===== src/rtl/canbt_defines.vh =====
/*
 Constants shared by the CAN bit timing block: register offsets, field
 positions, reset values, segment state codes and fixed timing figures.
 Assumes inclusion by bare name from the bit timer source, its only user.
*/
`ifndef CANBT_DEFINES_VH
`define CANBT_DEFINES_VH

// ----------------------------------------
// Register offsets
// ----------------------------------------
`define CANBT_ADDR_TIMING0 3'h0
`define CANBT_ADDR_TIMING1 3'h1
`define CANBT_ADDR_TIMING2 3'h2
`define CANBT_ADDR_STATUS 3'h3

// ----------------------------------------
// Field positions
// ----------------------------------------
`define CANBT_JUMP_MSB 7
`define CANBT_JUMP_LSB 6
`define CANBT_PRESC_MSB 5
`define CANBT_PRESC_LSB 0
`define CANBT_PH2SRC_BIT 7
`define CANBT_TRIPLE_BIT 6
`define CANBT_PH1_MSB 5
`define CANBT_PH1_LSB 3
`define CANBT_PROP_MSB 2
`define CANBT_PROP_LSB 0
`define CANBT_PH2_MSB 2
`define CANBT_PH2_LSB 0

// ----------------------------------------
// Reset values
// ----------------------------------------
`define CANBT_RST_TIMING0 8'h00
`define CANBT_RST_TIMING1 8'h00
`define CANBT_RST_TIMING2 3'h0

// ----------------------------------------
// Segment states and timing figures
// ----------------------------------------
`define CANBT_ST_SYNC 2'h0
`define CANBT_ST_PROP 2'h1
`define CANBT_ST_PH1 2'h2
`define CANBT_ST_PH2 2'h3
`define CANBT_SYNC_TQ 5'h01
`define CANBT_IPT_TQ 2'h2
`define CANBT_IPT_TQ_LEN 5'h02

`endif


===== src/rtl/canbt_bit_timer.v =====
/*
 Edge locked bit timer for a CAN node: bit segment sequencing, sample
 point, hard sync and resync, resolved bit strobe, and a small register
 port for the timing fields.
 Assumes receive line and control inputs synchronous to sys_clk, and a
 protocol engine that reports bus idle and own transmission.
*/
// The plain strobed port and the address map were decided locally.
`timescale 1ns/1ps
`include "canbt_defines.vh"

module canbt_bit_timer #(
   parameter PRESC_W = 6,
   parameter ADDR_W = 3,
   parameter LEN_W = 5
) (
   // Clock and reset
   input wire sys_clk,
   input wire reset_n,
   // Register port
   input wire [ADDR_W-1:0] reg_addr,
   input wire [7:0] reg_wdata,
   input wire reg_write,
   input wire reg_read,
   output reg [7:0] reg_rdata,
   // Mode and protocol engine status
   input wire config_mode,
   input wire bus_idle,
   input wire transmitting,
   // Bus receive line
   input wire can_receive_input,
   // Bit results
   output reg bit_value,
   output reg bit_strobe,
   output reg sample_strobe,
   output reg sync_event
);

   // ----------------------------------------
   // Helpers
   // ----------------------------------------
   // A three-bit length field encodes one more quantum than its value
   function [LEN_W-1:0] field_len;
      input [2:0] field;
      begin
         field_len = {2'h0, field} + 5'h01;
      end
   endfunction

   // Larger of two lengths
   function [LEN_W-1:0] max_len;
      input [LEN_W-1:0] a;
      input [LEN_W-1:0] b;
      begin
         max_len = (a > b) ? a : b;
      end
   endfunction

   // ----------------------------------------
   // Declarations
   // ----------------------------------------
   reg [7:0] timing0;
   reg [7:0] timing1;
   reg [2:0] timing2;
   reg [1:0] seg_state;
   reg [LEN_W-1:0] seg_cnt;
   reg [LEN_W-1:0] ph1_ext;
   reg [LEN_W-1:0] ph2_short;
   reg sync_done;
   reg rx_prev;
   reg sampled_bit;
   reg [1:0] ipt_cnt;
   reg [1:0] next_state;
   reg [LEN_W-1:0] next_cnt;
   reg [LEN_W-1:0] next_ext;
   reg [LEN_W-1:0] next_short;
   reg next_sync_done;
   reg restart;
   reg take_sample;
   reg adjust;
   reg [LEN_W-1:0] ph1_end;
   reg [LEN_W-1:0] ph2_end;
   reg [LEN_W-1:0] pos_err;
   reg [LEN_W-1:0] neg_err;
   wire half_tick;
   wire tq_tick;
   wire voted_bit;
   wire fall_edge;
   wire [LEN_W-1:0] prop_len;
   wire [LEN_W-1:0] ph1_len;
   wire [LEN_W-1:0] ps2_len;
   wire [LEN_W-1:0] own_ph2_len;
   wire [LEN_W-1:0] jump_len;
   wire triple_sample_select;
   wire phase_two_source_select;

   // ----------------------------------------
   // Timing fields decoded
   // ----------------------------------------
   assign prop_len = field_len(timing1[`CANBT_PROP_MSB:`CANBT_PROP_LSB]);
   assign ph1_len = field_len(timing1[`CANBT_PH1_MSB:`CANBT_PH1_LSB]);
   assign jump_len = field_len({1'b0, timing0[`CANBT_JUMP_MSB:`CANBT_JUMP_LSB]});
   assign triple_sample_select = timing1[`CANBT_TRIPLE_BIT];
   assign phase_two_source_select = timing1[`CANBT_PH2SRC_BIT];
   // Own field clamped to the processing delay so the bit resolves in time
   assign own_ph2_len = max_len(field_len(timing2), `CANBT_IPT_TQ_LEN);
   assign ps2_len = phase_two_source_select ? own_ph2_len :
      max_len(ph1_len, `CANBT_IPT_TQ_LEN);

   // Only a recessive to dominant step is a candidate edge
   assign fall_edge = rx_prev && !can_receive_input;

   // ----------------------------------------
   // Submodules
   // ----------------------------------------
   canbt_quantum_prescaler #(
      .PRESC_W(PRESC_W)
   ) u_prescaler (
      .sys_clk(sys_clk),
      .reset_n(reset_n),
      .quantum_prescaler(timing0[`CANBT_PRESC_MSB:`CANBT_PRESC_LSB]),
      .restart(restart),
      .half_tick(half_tick),
      .tq_tick(tq_tick)
   );

   canbt_sample_voter u_voter (
      .sys_clk(sys_clk),
      .reset_n(reset_n),
      .half_tick(half_tick),
      .rx_level(can_receive_input),
      .triple_sample_select(triple_sample_select),
      .voted_bit(voted_bit)
   );

   // ----------------------------------------
   // Synchronization and segment sequencing
   // ----------------------------------------
   // Sync actions first, then the quantum step; a restart wins over a step
   always @*
   begin
      next_state = seg_state;
      next_cnt = seg_cnt;
      next_ext = ph1_ext;
      next_short = ph2_short;
      next_sync_done = sync_done;
      restart = 1'b0;
      take_sample = 1'b0;
      adjust = 1'b0;
      ph1_end = ph1_len + ph1_ext;
      ph2_end = ps2_len - ph2_short;
      // Positive error: quanta passed since the sync segment
      if (seg_state == `CANBT_ST_PROP)
         pos_err = seg_cnt + `CANBT_SYNC_TQ;
      else
         pos_err = seg_cnt + `CANBT_SYNC_TQ + prop_len;
      // Negative error: quanta left before the next sync segment
      neg_err = ph2_end - seg_cnt;
      // One sync per bit, and only if the last sample was recessive
      if (fall_edge && sampled_bit && !sync_done)
      begin
         if (bus_idle)
            restart = 1'b1;
         else
         begin
            case (seg_state)
               `CANBT_ST_SYNC:
                  restart = 1'b1;
               `CANBT_ST_PROP, `CANBT_ST_PH1:
               begin
                  // Own transmission: positive errors are dropped
                  if (!transmitting)
                  begin
                     if (pos_err <= jump_len)
                        restart = 1'b1;
                     else
                     begin
                        adjust = 1'b1;
                        next_ext = jump_len;
                        ph1_end = ph1_len + jump_len;
                     end
                  end
               end
               `CANBT_ST_PH2:
               begin
                  if (neg_err <= jump_len)
                     restart = 1'b1;
                  else
                  begin
                     adjust = 1'b1;
                     next_short = jump_len;
                     ph2_end = ps2_len - jump_len;
                  end
               end
               default:
                  restart = 1'b0;
            endcase
         end
      end
      if (adjust)
         next_sync_done = 1'b1;
      if (restart)
      begin
         // Edge now lies in the sync segment of the restarted bit
         next_state = `CANBT_ST_SYNC;
         next_cnt = {LEN_W{1'b0}};
         next_ext = {LEN_W{1'b0}};
         next_short = {LEN_W{1'b0}};
         next_sync_done = 1'b1;
      end
      else if (tq_tick)
      begin
         case (seg_state)
            `CANBT_ST_SYNC:
            begin
               // Sync segment is exactly one quantum
               next_state = `CANBT_ST_PROP;
               next_cnt = {LEN_W{1'b0}};
            end
            `CANBT_ST_PROP:
            begin
               if (seg_cnt >= prop_len - 5'h01)
               begin
                  next_state = `CANBT_ST_PH1;
                  next_cnt = {LEN_W{1'b0}};
               end
               else
                  next_cnt = seg_cnt + 5'h01;
            end
            `CANBT_ST_PH1:
            begin
               if (seg_cnt >= ph1_end - 5'h01)
               begin
                  next_state = `CANBT_ST_PH2;
                  next_cnt = {LEN_W{1'b0}};
                  take_sample = 1'b1;
               end
               else
                  next_cnt = seg_cnt + 5'h01;
            end
            `CANBT_ST_PH2:
            begin
               if (seg_cnt >= ph2_end - 5'h01)
               begin
                  // New bit: adjustments and the one-sync lock expire
                  next_state = `CANBT_ST_SYNC;
                  next_cnt = {LEN_W{1'b0}};
                  next_ext = {LEN_W{1'b0}};
                  next_short = {LEN_W{1'b0}};
                  next_sync_done = 1'b0;
               end
               else
                  next_cnt = seg_cnt + 5'h01;
            end
            default:
            begin
               next_state = `CANBT_ST_SYNC;
               next_cnt = {LEN_W{1'b0}};
            end
         endcase
      end
   end

   // ----------------------------------------
   // Timing state registers
   // ----------------------------------------
   always @(posedge sys_clk or negedge reset_n)
   begin
      if (!reset_n)
      begin
         seg_state <= `CANBT_ST_SYNC;
         seg_cnt <= {LEN_W{1'b0}};
         ph1_ext <= {LEN_W{1'b0}};
         ph2_short <= {LEN_W{1'b0}};
         sync_done <= 1'b0;
         rx_prev <= 1'b1;
         sync_event <= 1'b0;
      end
      else
      begin
         seg_state <= next_state;
         seg_cnt <= next_cnt;
         ph1_ext <= next_ext;
         ph2_short <= next_short;
         sync_done <= next_sync_done;
         rx_prev <= can_receive_input;
         sync_event <= restart | adjust;
      end
   end

   // ----------------------------------------
   // Sample point and processing delay
   // ----------------------------------------
   // Latched sample also gates edge use in the next bit; strobe after two quanta
   always @(posedge sys_clk or negedge reset_n)
   begin
      if (!reset_n)
      begin
         sampled_bit <= 1'b1;
         sample_strobe <= 1'b0;
         bit_value <= 1'b1;
         bit_strobe <= 1'b0;
         ipt_cnt <= 2'h0;
      end
      else
      begin
         sample_strobe <= take_sample;
         bit_strobe <= 1'b0;
         if (take_sample)
         begin
            sampled_bit <= voted_bit;
            ipt_cnt <= `CANBT_IPT_TQ;
         end
         else if (tq_tick && ipt_cnt != 2'h0)
         begin
            ipt_cnt <= ipt_cnt - 2'h1;
            if (ipt_cnt == 2'h1)
            begin
               bit_value <= sampled_bit;
               bit_strobe <= 1'b1;
            end
         end
      end
   end

   // ----------------------------------------
   // Register port
   // ----------------------------------------
   // Writes outside configuration mode are dropped to keep a live bit stable
   always @(posedge sys_clk or negedge reset_n)
   begin
      if (!reset_n)
      begin
         timing0 <= `CANBT_RST_TIMING0;
         timing1 <= `CANBT_RST_TIMING1;
         timing2 <= `CANBT_RST_TIMING2;
      end
      else if (reg_write && config_mode)
      begin
         case (reg_addr)
            `CANBT_ADDR_TIMING0: timing0 <= reg_wdata;
            `CANBT_ADDR_TIMING1: timing1 <= reg_wdata;
            `CANBT_ADDR_TIMING2: timing2 <= reg_wdata[`CANBT_PH2_MSB:`CANBT_PH2_LSB];
            default: timing0 <= timing0;
         endcase
      end
   end

   // Read data stands for exactly the cycle after the strobe
   always @(posedge sys_clk or negedge reset_n)
   begin
      if (!reset_n)
         reg_rdata <= 8'h00;
      else if (reg_read)
      begin
         case (reg_addr)
            `CANBT_ADDR_TIMING0: reg_rdata <= timing0;
            `CANBT_ADDR_TIMING1: reg_rdata <= timing1;
            `CANBT_ADDR_TIMING2: reg_rdata <= {5'h00, timing2};
            `CANBT_ADDR_STATUS: reg_rdata <= {seg_cnt[3:0], seg_state, sync_done, sampled_bit};
            default: reg_rdata <= 8'h00;
         endcase
      end
      else
         reg_rdata <= 8'h00;
   end

endmodule


===== src/rtl/canbt_quantum_prescaler.v =====
/*
 Time quantum prescaler: one half-quantum enable every (field+1) clocks
 and a quantum enable on every second half tick.
 Assumes a single clock; restart realigns both enables to a new bit.
*/
`timescale 1ns/1ps
module canbt_quantum_prescaler #(
   parameter PRESC_W = 6
) (
   // Clock and reset
   input wire sys_clk,
   input wire reset_n,
   // Control
   input wire [PRESC_W-1:0] quantum_prescaler,
   input wire restart,
   // Enables
   output wire half_tick,
   output wire tq_tick
);

   reg [PRESC_W-1:0] div_cnt;
   reg half_phase;

   // Quantum is two half quanta, so the field value 0 gives two clocks
   // At or above the field, so a field lowered mid-count never waits out a wrap
   assign half_tick = (div_cnt >= quantum_prescaler) && !restart;
   assign tq_tick = half_tick && half_phase;

   // ----------------------------------------
   // Divider
   // ----------------------------------------
   // Restart clears both counters so the edge opens a fresh quantum
   always @(posedge sys_clk or negedge reset_n)
   begin
      if (!reset_n)
      begin
         div_cnt <= {PRESC_W{1'b0}};
         half_phase <= 1'b0;
      end
      else if (restart)
      begin
         div_cnt <= {PRESC_W{1'b0}};
         half_phase <= 1'b0;
      end
      else if (half_tick)
      begin
         div_cnt <= {PRESC_W{1'b0}};
         half_phase <= ~half_phase;
      end
      else
      begin
         div_cnt <= div_cnt + 1'b1;
      end
   end

endmodule


===== src/rtl/canbt_sample_voter.v =====
/*
 Receive line sampler: keeps the two most recent half-quantum samples and
 forms the bit value, single or majority of three.
 Assumes the receive input is already synchronous to sys_clk.
*/
`timescale 1ns/1ps
module canbt_sample_voter (
   // Clock and reset
   input wire sys_clk,
   input wire reset_n,
   // Sampling
   input wire half_tick,
   input wire rx_level,
   input wire triple_sample_select,
   // Result
   output wire voted_bit
);

   reg [1:0] history;

   // Two earlier samples at half-quantum spacing, recessive after reset
   always @(posedge sys_clk or negedge reset_n)
   begin
      if (!reset_n)
         history <= 2'h3;
      else if (half_tick)
         history <= {history[0], rx_level};
   end

   // Majority only when selected, otherwise the line as it is now
   assign voted_bit = triple_sample_select ?
      ((rx_level & history[0]) | (rx_level & history[1]) | (history[0] & history[1])) :
      rx_level;

endmodule


===== config.mk =====
export PLATFORM = sky130hd
export DESIGN_NAME = canbt_bit_timer
export DESIGN_NICKNAME = d
export VERILOG_FILES = /design/src/rtl/canbt_bit_timer.v /design/src/rtl/canbt_quantum_prescaler.v /design/src/rtl/canbt_sample_voter.v
export VERILOG_INCLUDE_DIRS = /design/src /design/src/rtl
export SDC_FILE = /design/constraint.sdc
export NUM_CORES = 1
export LEC_CHECK = 0
export BUFFER_PORTS_ARGS = -buffer_cell sky130_fd_sc_hd__buf_2
export CORE_MARGIN = 2
export CORE_UTILIZATION = 45
export DETAILED_ROUTE_END_ITERATION = 6
export GPL_TIMING_DRIVEN = 0
export MAX_ROUTING_LAYER = met4
export SYNTH_ARGS = -nofsm -noshare
export SYNTH_HDL_FRONTEND = slang
export SYNTH_SLANG_ARGS = --single-unit
export TNS_END_PERCENT = 1

===== constraint.sdc =====
create_clock -name sys_clk -period 8.2 [get_ports sys_clk]
set_input_delay 0.41 -clock sys_clk [delete_from_list [all_inputs] [get_ports sys_clk]]
set_output_delay 0.41 -clock sys_clk [all_outputs]
set_load 0.05 [all_outputs]

# --- Word level (Yosys, flattened, before mapping) ---
# Index checks and enable logic that the tools add are counted.
word_totals:
  ff_bits: 62
  input_bits: 19
  output_inout_bits: 12
  word_cells: 158
op_classes:
  n_addsub: 16
  order_cmp: 8
  n_eq_ne: 10
  n_mux: 75
  n_bitwise: 8
  n_reduce_logical: 22
op_table:
  columns: ["operator", "count"]
  rows:
  - ["$mux W5", 32]
  - ["$pmux W8 S4", 1]
  - ["$mux W1", 25]
  - ["$pmux W5 S4", 1]
  - ["$ge A5 B5 Y1", 3]
  - ["$mux W2", 7]
  - ["$add A3 B1 Y4 const B", 3]
  - ["$mux W4", 3]
  - ["$mux W6", 2]
  - ["$le A5 B3 Y1", 2]
  - ["$sub A5 B1 Y5 const B", 2]
  - ["$gt A4 B2 Y1 const B", 2]
  - ["$mux W8", 1]
  - ["$pmux W2 S4", 1]
  - ["$reduce_bool A2 Y1", 4]
  - ["$logic_and A1 B1 Y1", 7]
  - ["$add A6 B1 Y6 const B", 1]
  - ["$eq A3 B2 Y1 const B", 2]
  - ["$ge A6 B6 Y1", 1]
  - ["$ne A3 B3 Y1 const B", 2]
  - ["$reduce_and A2 Y1", 3]
  - ["$add A4 B3 Y5", 1]
  - ["$add A4 B5 Y5", 1]
  - ["$add A5 B1 Y5 const B", 1]
  - ["22 further kinds", 31]

# --- Logic depth before layout (Yosys ltp) ---
# Gate-level depths: netlist of run 1.
logic_depth:
  ltp_word: 18
  depth_mapped: 30
  ltp_nobuf: 28

# --- Hierarchy ---
# Synthesis of run 1 repeated with hierarchy kept, for this count alone.
hier_totals:
  hier_cells: 531
  hier_area_um2: 4924.7
modules_own_cells:
  columns: ["mod", "n_inst", "cells_each", "area_per_inst_um2", "seq_area_each_um2"]
  rows:
  - ["canbt_bit_timer", 1, 473, 4365.4, 1330.0]
  - ["canbt_quantum_prescaler", 1, 49, 459.2, 175.2]
  - ["canbt_sample_voter", 1, 9, 100.1, 52.6]

# --- Worst setup path before layout of run 1 ---
# Ideal clock, no wire load.
synth_timing:
  path_kind: "register to register"
  start: "register timing1[3]"
  end: "register seg_cnt[2]"
  setup_ns: 0.124
  arrival_time_ns: 5.554
  required_ns: 8.076
  setup_slack_ns: 2.523
  path_stages_with_launch: 28
  n_path_buf: 2
  synth_period_minus_slack_ns: 5.677
  cell_sequence: "dfrtp_1 -> ha_1 -> o22a_1 -> inv_1 -> fa_1 -> fa_1 -> inv_1 -> ha_1 -> a21o_1 -> a21oi_1 -> a31oi_1 -> o311a_1 -> clkbuf_1 -> clkbuf_1 -> mux2i_1 -> ha_1 -> nand2_1 -> nor2_1 -> xnor2_1 -> o21ai_0 -> ha_1 -> o211ai_1 -> o21ai_0 -> inv_1 -> a221o_1 -> and2_1 -> o21ai_0 -> a21oi_1"
synth_between:
  elab_chain_len: 17
  word_cells_on_any_way: 36
  cone_classes: "add/sub (8); order compare (4); mux (20); reduce/logical (4)"
synth_lines:
  columns: ["element", "line_no", "rtl"]
  rows:
  - ["start, declared", "canbt_bit_timer.v:63", "reg [7:0] timing1;"]
  - ["start signal, assigned", "canbt_bit_timer.v:335", "timing1 <= `CANBT_RST_TIMING1;"]
  - ["start signal, assigned", "canbt_bit_timer.v:342", "`CANBT_ADDR_TIMING1: timing1 <= reg_wdata;"]
  - ["$add A3 B1 Y4 (*)", "canbt_bit_timer.v:46", "field_len = {2'h0, field} + 5'h01;"]
  - ["$gt A4 B2 Y1", "canbt_bit_timer.v:55", "max_len = (a > b) ? a : b;"]
  - ["$mux W4", "canbt_bit_timer.v:55", null]
  - ["$mux W4", "canbt_bit_timer.v:107", "assign ps2_len = phase_two_source_select ? own_ph2_len :"]
  - ["$sub A4 B5 Y5", "canbt_bit_timer.v:151", "ph2_end = ps2_len - ph2_short;"]
  - ["$sub A5 B5 Y5", "canbt_bit_timer.v:158", "neg_err = ph2_end - seg_cnt;"]
  - ["$le A5 B3 Y1", "canbt_bit_timer.v:186", "if (neg_err <= jump_len)"]
  - ["$mux W5", "canbt_bit_timer.v:186", null]
  - ["$mux W5", "canbt_bit_timer.v:166", "case (seg_state)"]
  - ["$mux W5", "canbt_bit_timer.v:162", "if (bus_idle)"]
  - ["$mux W5", "canbt_bit_timer.v:160", "if (fall_edge && sampled_bit && !sync_done)"]
  - ["$sub A5 B1 Y5", "canbt_bit_timer.v:243", "if (seg_cnt >= ph2_end - 5'h01)"]
  - ["$ge A5 B5 Y1", "canbt_bit_timer.v:243", null]
  - ["$mux W5", "canbt_bit_timer.v:243", null]
  - ["$pmux W5 S4", "canbt_bit_timer.v:213", "case (seg_state)"]
  - ["$mux W5", "canbt_bit_timer.v:211", "else if (tq_tick)"]
  - ["$mux W5", "canbt_bit_timer.v:202", "if (restart)"]
  - ["end signal, assigned", "canbt_bit_timer.v:272", "seg_cnt <= {LEN_W{1'b0}};"]
  - ["end signal, assigned", "canbt_bit_timer.v:282", "seg_cnt <= next_cnt;"]
  - ["end, declared", "canbt_bit_timer.v:66", "reg [LEN_W-1:0] seg_cnt;"]
# Every way passes the cells marked *; elsewhere a longest branch is shown, timed or not. The select of a mux whose other input is x is not followed.
# A chain may end at the register's enable or synchronous reset.

# --- Worst setup path after layout of run 1 ---
# Same ends and word-level chain as after synthesis.

==> results.cfg, run 1 <==
[cells_and_area]
final_common_cell = ha_1
syn2layout_area_growth_pct = 9.89
final_cell_mix = ha_1, dfrtp_1, nor2_1, inv_1, nand2_1
stdcell_area_um2 = 5310
utilization_pct = 51.2
layout-drive-gt1-share_pct = 13.7
n_antenna_cell = 0
nets = 645

[place]
place.gp.congestion = 0.893
place_area_um2 = 5150
dpl.hpwl_mm = 8.83
io_buffer_count = 29

[global_route]
grt_pass1_wl_mm = 18.9
grt_overflow_total = 0
first_global_vias = 3825
antenna_found_initial = 0
grt_usage_pct = 21.8
grt_max_degree = 63

[worst_setup_path]
crit_fanout = 10
cp-end-kind = flip-flop
r2r-start = timing1[3]
cp.required_ns = 8.43
cp_top_family = adder cells
crit_top_cell = ha_1
slowest_delay_ns = 0.45
crit_type = flip-flop to flip-flop
startpoint = timing1[3]
critPathArrivalTime_ns = 7.03
critPathBufInv = 5
crit_path_start_kind = flip-flop
critPathSlowestCell = dfrtp_1

[clock_network]
clockRootBuffer = clkbuf_8
numClockSinks = 62
clock_latency_ns = 0.35
postCtsHoldBufs = 0
cts_tree = built
clkTransAtPathRegs_ns = 0.07
numCtsBuffers = 9
cts-resized-gates = 0
cts_setup_buffers = 0
clock_path_buffers = 2
htree_levels = 3

[synth]
yosysWarningCount = 0
ys_types = 59
synth_seq_area_share_pct = 32.2
synth_edf_count = 0
netlist_instances = 517
synth_ff_type = dfrtp_1
syn-num-nets = 605
ys_seq_elements = 62
async_flop_share_pct = 100
syn_area_per_cell_um2 = 9.35
synthesis.area_um2 = 4830

[detailed_routing]
drcViolationCount = 0
wl_mm = 11.3
detailroute.via_count = 3789
ant_nets = 0
viasPerCell = 5.43
drtIter0Drc = 190
drt-pass1-iter-count = 4
wl_per_cell_um = 16.2

[timing]
period_share_pct = 82.9
tns_ns = 0
fin_skew_ns = 0.00874
timing.fmax_ghz = 0.147
period_needed_ns = 6.80
setup_viol = 0
finalHoldViolations = 0
tightestPinTransition_ns = 0.800
slew_viol_final = 0
max_slew_margin_pct = 46.7
rsz0062_at_grt = no

[power]
peakVddDrop_mv = 0.175
powerDensity_nw_per_um2 = 386
power_leakage_nw = 2.54

[die]
dieArea_um2 = 11600
initial_core_util_pct = 46.6
coreArea_um2 = 10400
rows = 37
die_h_um = 108
die_w_um = 108
io_pins = 31

[outcome]
outcome = complete, no violations

[min_path]
hp-class = primary input to async pin

[flow_run]
drv_cap = 0
## per-stage QoR
step / setup slack, ns / total power [W] / hold slack (ns) / std cells
after floorplan: 2.52 / 0.00152 / 0.114 / 517
after detailed placement: 1.46 / 0.00182 / 0.482 / 682
after global routing: 0.852 / 0.00227 / 0.192 / 698
after global placement: 1.56 / 0.00176 / 0.476 / 682
after CTS: 1.43 / 0.00206 / 0.175 / 698
final: 1.40 / 0.00205 / 0.145 / 698
## cell usage after synthesis (3+ instances only)
master / number / area (um^2)
nand3_1: 16 / 80.1
nand2_1: 34 / 128
nor3_1: 8 / 40.0
clkbuf_1: 9 / 33.8
o21ai_0: 30 / 150
xor2_1: 12 / 105
nor2_1: 48 / 180
dfstp_2: 5 / 131
xnor2_1: 20 / 175
nand2b_1: 16 / 100
inv_1: 45 / 169
nor3b_1: 4 / 30.0
a21oi_1: 32 / 160
a21boi_0: 3 / 22.5
nor2b_1: 6 / 37.5
dfrtp_1: 57 / 1430
a31oi_1: 8 / 50.1
ha_1: 63 / 788
and3_1: 3 / 18.8
mux2_2: 15 / 169
mux2i_1: 17 / 170
fa_1: 6 / 120
a21o_1: 8 / 60.1
mux2_1: 3 / 33.8
o22a_1: 4 / 35.0
a211oi_1: 4 / 30.0
## path summary, 6_finish.rpt
kind / end / slack [ns] / depth (start not counted)
max reg2reg: seg_cnt[2] / 1.40 / 28
min: bit_strobe / 0.14 / 1
min reg2reg: u_prescaler.div_cnt[0] / 0.49 / 1
max: seg_cnt[2] / 1.40 / 28
max in group asynchronous: ph1_ext[4] / 7.52 / 1
min in group sys_clk: rx_prev / 0.20 / 1
## per-layer routing
layer	global-route usage, %	wire length (um)	part of all wire [%]	vias to the layer above
met5	-	0	0	-
met4	6.59	196	1.7	0
met3	3.39	421	3.7	16
met2	35.3	5390	48	76
met1	28.5	5280	47	1807
li1	-	-	-	1890
## worst reg2reg max path: cells and delay by family, from the launching register on
family | cells | cell delay [ns]
AO/OA/AOI/OAI | 10 | 1.85
flip-flops | 1 | 0.45
multiplexers | 1 | 0.26
XOR/XNOR | 3 | 0.60
buffers and inverters | 5 | 1.03
adder cells (fa/ha/maj) | 6 | 2.05
AND/OR/NAND/NOR | 3 | 0.45
## sequential cells by signal (all words and copies together), names as in the netlist, 2 cells and up
signal               cells
timing2                  3
reg_rdata                8
seg_cnt                  5
ph2_short                5
timing0                  8
u_prescaler.div_cnt      6
ipt_cnt                  2
seg_state                2
u_voter.history          2
timing1                  8
ph1_ext                  5
## cell type report
type	instances	area [um^2]
fill	1007	5060
multi-input combinational	397	3050
sequential	62	1560
tap	136	170
inverter	45	169
timing repair buffer	29	148
clock buffer	12	135
buffer	13	58.8
clock inverter	4	25.0
## kinds of logic (layout without fill, tap and decap cells)
family / count (synthesis) / after routing / synth area share [%]
XOR/XNOR: 32 / 32 / 5.80
flip-flops: 62 / 62 / 32.2
multiplexers: 37 / 37 / 8.64
buffers and inverters: 58 / 103 / 4.71
adder cells (fa/ha/maj): 69 / 69 / 18.8
AND/OR/NAND/NOR: 149 / 149 / 15.3
AO/OA/AOI/OAI: 110 / 110 / 14.5
## where the power goes
part | switching, W | internal [W] | total, W
combinational | 0.000751 | 0.000592 | 0.00134
sequential | 0.0000897 | 0.000389 | 0.000479
clock | 0.000122 | 0.000109 | 0.000231
total | 0.000963 | 0.00109 | 0.00205
(Power assumes the default switching activity.)
==> run 2: changes to the inputs <==
- clock period: 8.2 -> 6.7 ns (I/O delays scaled with it)
==> run 2 against run 1 <==
Compared with the run above: clock skew shrank 0.0018 ns; sequential cell count is the same; first-iteration DRC count shrank 25%; utilization grew 0.23 points; fmax grew 8.1%; global-route usage is the same; cell area grew 0.45%; sequential share of layout area shrank 0.11 points; critical endpoint unchanged; largest power group unchanged; highest routed layer unchanged.
==> results.cfg, run 2 (synthesis gave the netlist of run 1 again) <==
[min_path]
hp-class = primary input to async pin

[worst_setup_path]
cp.depth = 26
crit_type = flip-flop to flip-flop
crit_path_start_kind = flip-flop
crit_fanout = 10
critPathArrivalTime_ns = 6.53
slowest_delay_ns = 0.53
cp.required_ns = 6.93
cp_top_family = adder cells
critPathSlowestCell = fa_1
rr_worst_depth = 26
cp-end-kind = flip-flop
critPathBufInv = 4
r2r_slack_ns = 0.41

[cells_and_area]
n_antenna_cell = 0
final_cell_mix = ha_1, dfrtp_1, nor2_1, inv_1, nand2_1
reg_top3 = reg_rdata (8), timing0 (8), timing1 (8)
layout-drive-gt1-share_pct = 15.1
final_common_cell = ha_1
n_fill_cell = 1007
nets = 645
utilization_pct = 51.5
syn2layout_area_growth_pct = 10.4

[clock_network]
htree_levels = 3
cts_tree = built
clkTransAtPathRegs_ns = 0.07
numClockSinks = 62
postCtsHoldBufs = 0
clock_path_buffers = 2
clockRootBuffer = clkbuf_8
numCtsBuffers = 9
clock_latency_ns = 0.35

[timing]
period_share_pct = 93.9
tightestPinTransition_ns = 0.790
setup_viol = 0
max_slew_margin_pct = 47.3
tns_ns = 0
hold_ws_ns = 0.0702
rsz0062_at_grt = no
slew_viol_final = 0
timing.fmax_ghz = 0.159
finalHoldViolations = 0
period_needed_ns = 6.29
fin_skew_ns = 0.00699

[power]
swShare_pct = 47.0
powerDensity_nw_per_um2 = 474
combPwrFrac_pct = 65.7
internal_power_w = 0.00134
power_frac_clock_pct = 11.1
power_leakage_nw = 2.55
p_switching_w = 0.00119
p_seq_share_pct = 23.2
peakVddDrop_mv = 0.215

[global_route]
grt_usage_pct = 21.8
antenna_found_initial = 0
grt_pass1_wl_mm = 18.9
grt_overflow_total = 0
first_global_vias = 3825
grt_max_degree = 63

[flow_run]
drv_cap = 0

[place]
place.gp.congestion = 0.893
io_buffer_count = 29
dpl.hpwl_mm = 8.83

[detailed_routing]
viasPerCell = 5.44
drtIter0Drc = 143
ant_nets = 0
drt-pass1-iter-count = 4
wl_per_cell_um = 16.2
drcViolationCount = 0
detailroute.via_count = 3800
wl_mm = 11.3

[die]
coreArea_um2 = 10400
io_pins = 31
dieArea_um2 = 11600
initial_core_util_pct = 46.6
die_h_um = 108
rows = 37
die_w_um = 108

[outcome]
outcome = complete, no violations
==> run 2: routing by layer <==
layer  vias up  GRT usage (%)  part of all wire, %
met5         -              -                    0
met4         0           6.59                  1.9
met3        19           3.39                  3.1
met2        73           35.3                   47
met1      1821           28.5                   47
li1       1887              -                    -
==> run 2: final timing paths <==
| path | startpoint | end |
|---|---|---|
| hold / removal | reset_n | bit_strobe |
| setup / recovery | timing1[3] | seg_cnt[2] |
| setup reg to reg | timing1[3] | seg_cnt[2] |
| hold reg to reg | u_prescaler.div_cnt[0] | u_prescaler.div_cnt[0] |
| max in group asynchronous | reset_n | seg_cnt[1] |
| min in group sys_clk | can_receive_input | rx_prev |
==> run 2: power groups by stage <==
| stage | clock [W] | sequential [W] | combinational, W |
|---|---|---|---|
| floorplan | 0 | 0.000574 | 0.00129 |
| global placement | 0 | 0.000590 | 0.00157 |
| detailed placement | 0 | 0.000593 | 0.00164 |
| CTS | 0.000292 | 0.000586 | 0.00164 |
| global route | 0.000307 | 0.000602 | 0.00188 |
| finish | 0.000282 | 0.000586 | 0.00166 |
==> run 2: layout make-up <==
type | instances | area, um^2 | area share (%)
flip-flops and latches | 62 | 1560 | 29.2
multi-input cells | 397 | 3070 | 57.5
clock buffers | 12 | 135 | 2.53
plain buffers | 12 | 56.3 | 1.06
inverters | 45 | 169 | 3.17
repair buffers | 30 | 155 | 2.91
well taps | 136 | 170 | 3.19
clock inverters | 4 | 25.0 | 0.469
==> run 2: stage by stage <==
step | total power (W) | std cells | setup WS, ns | area (um^2)
6_report | 0.00253 | 698 | 0.409 | 5340
5_1_grt | 0.00278 | 698 | 0.0455 | 5340
4_1_cts | 0.00252 | 698 | 0.0877 | 5310
3_5_place_dp | 0.00223 | 682 | -0.0382 | 5150
3_3_place_gp | 0.00216 | 682 | 0.0584 | 5150
2_1_floorplan | 0.00186 | 517 | 1.02 | 4830
==> run 2: timing repair <==
item	4_1_cts	5_1_grt
resized for setup	1	6
buffers inserted	0	1
setup endpoints to repair	5	18
pin swaps	0	1
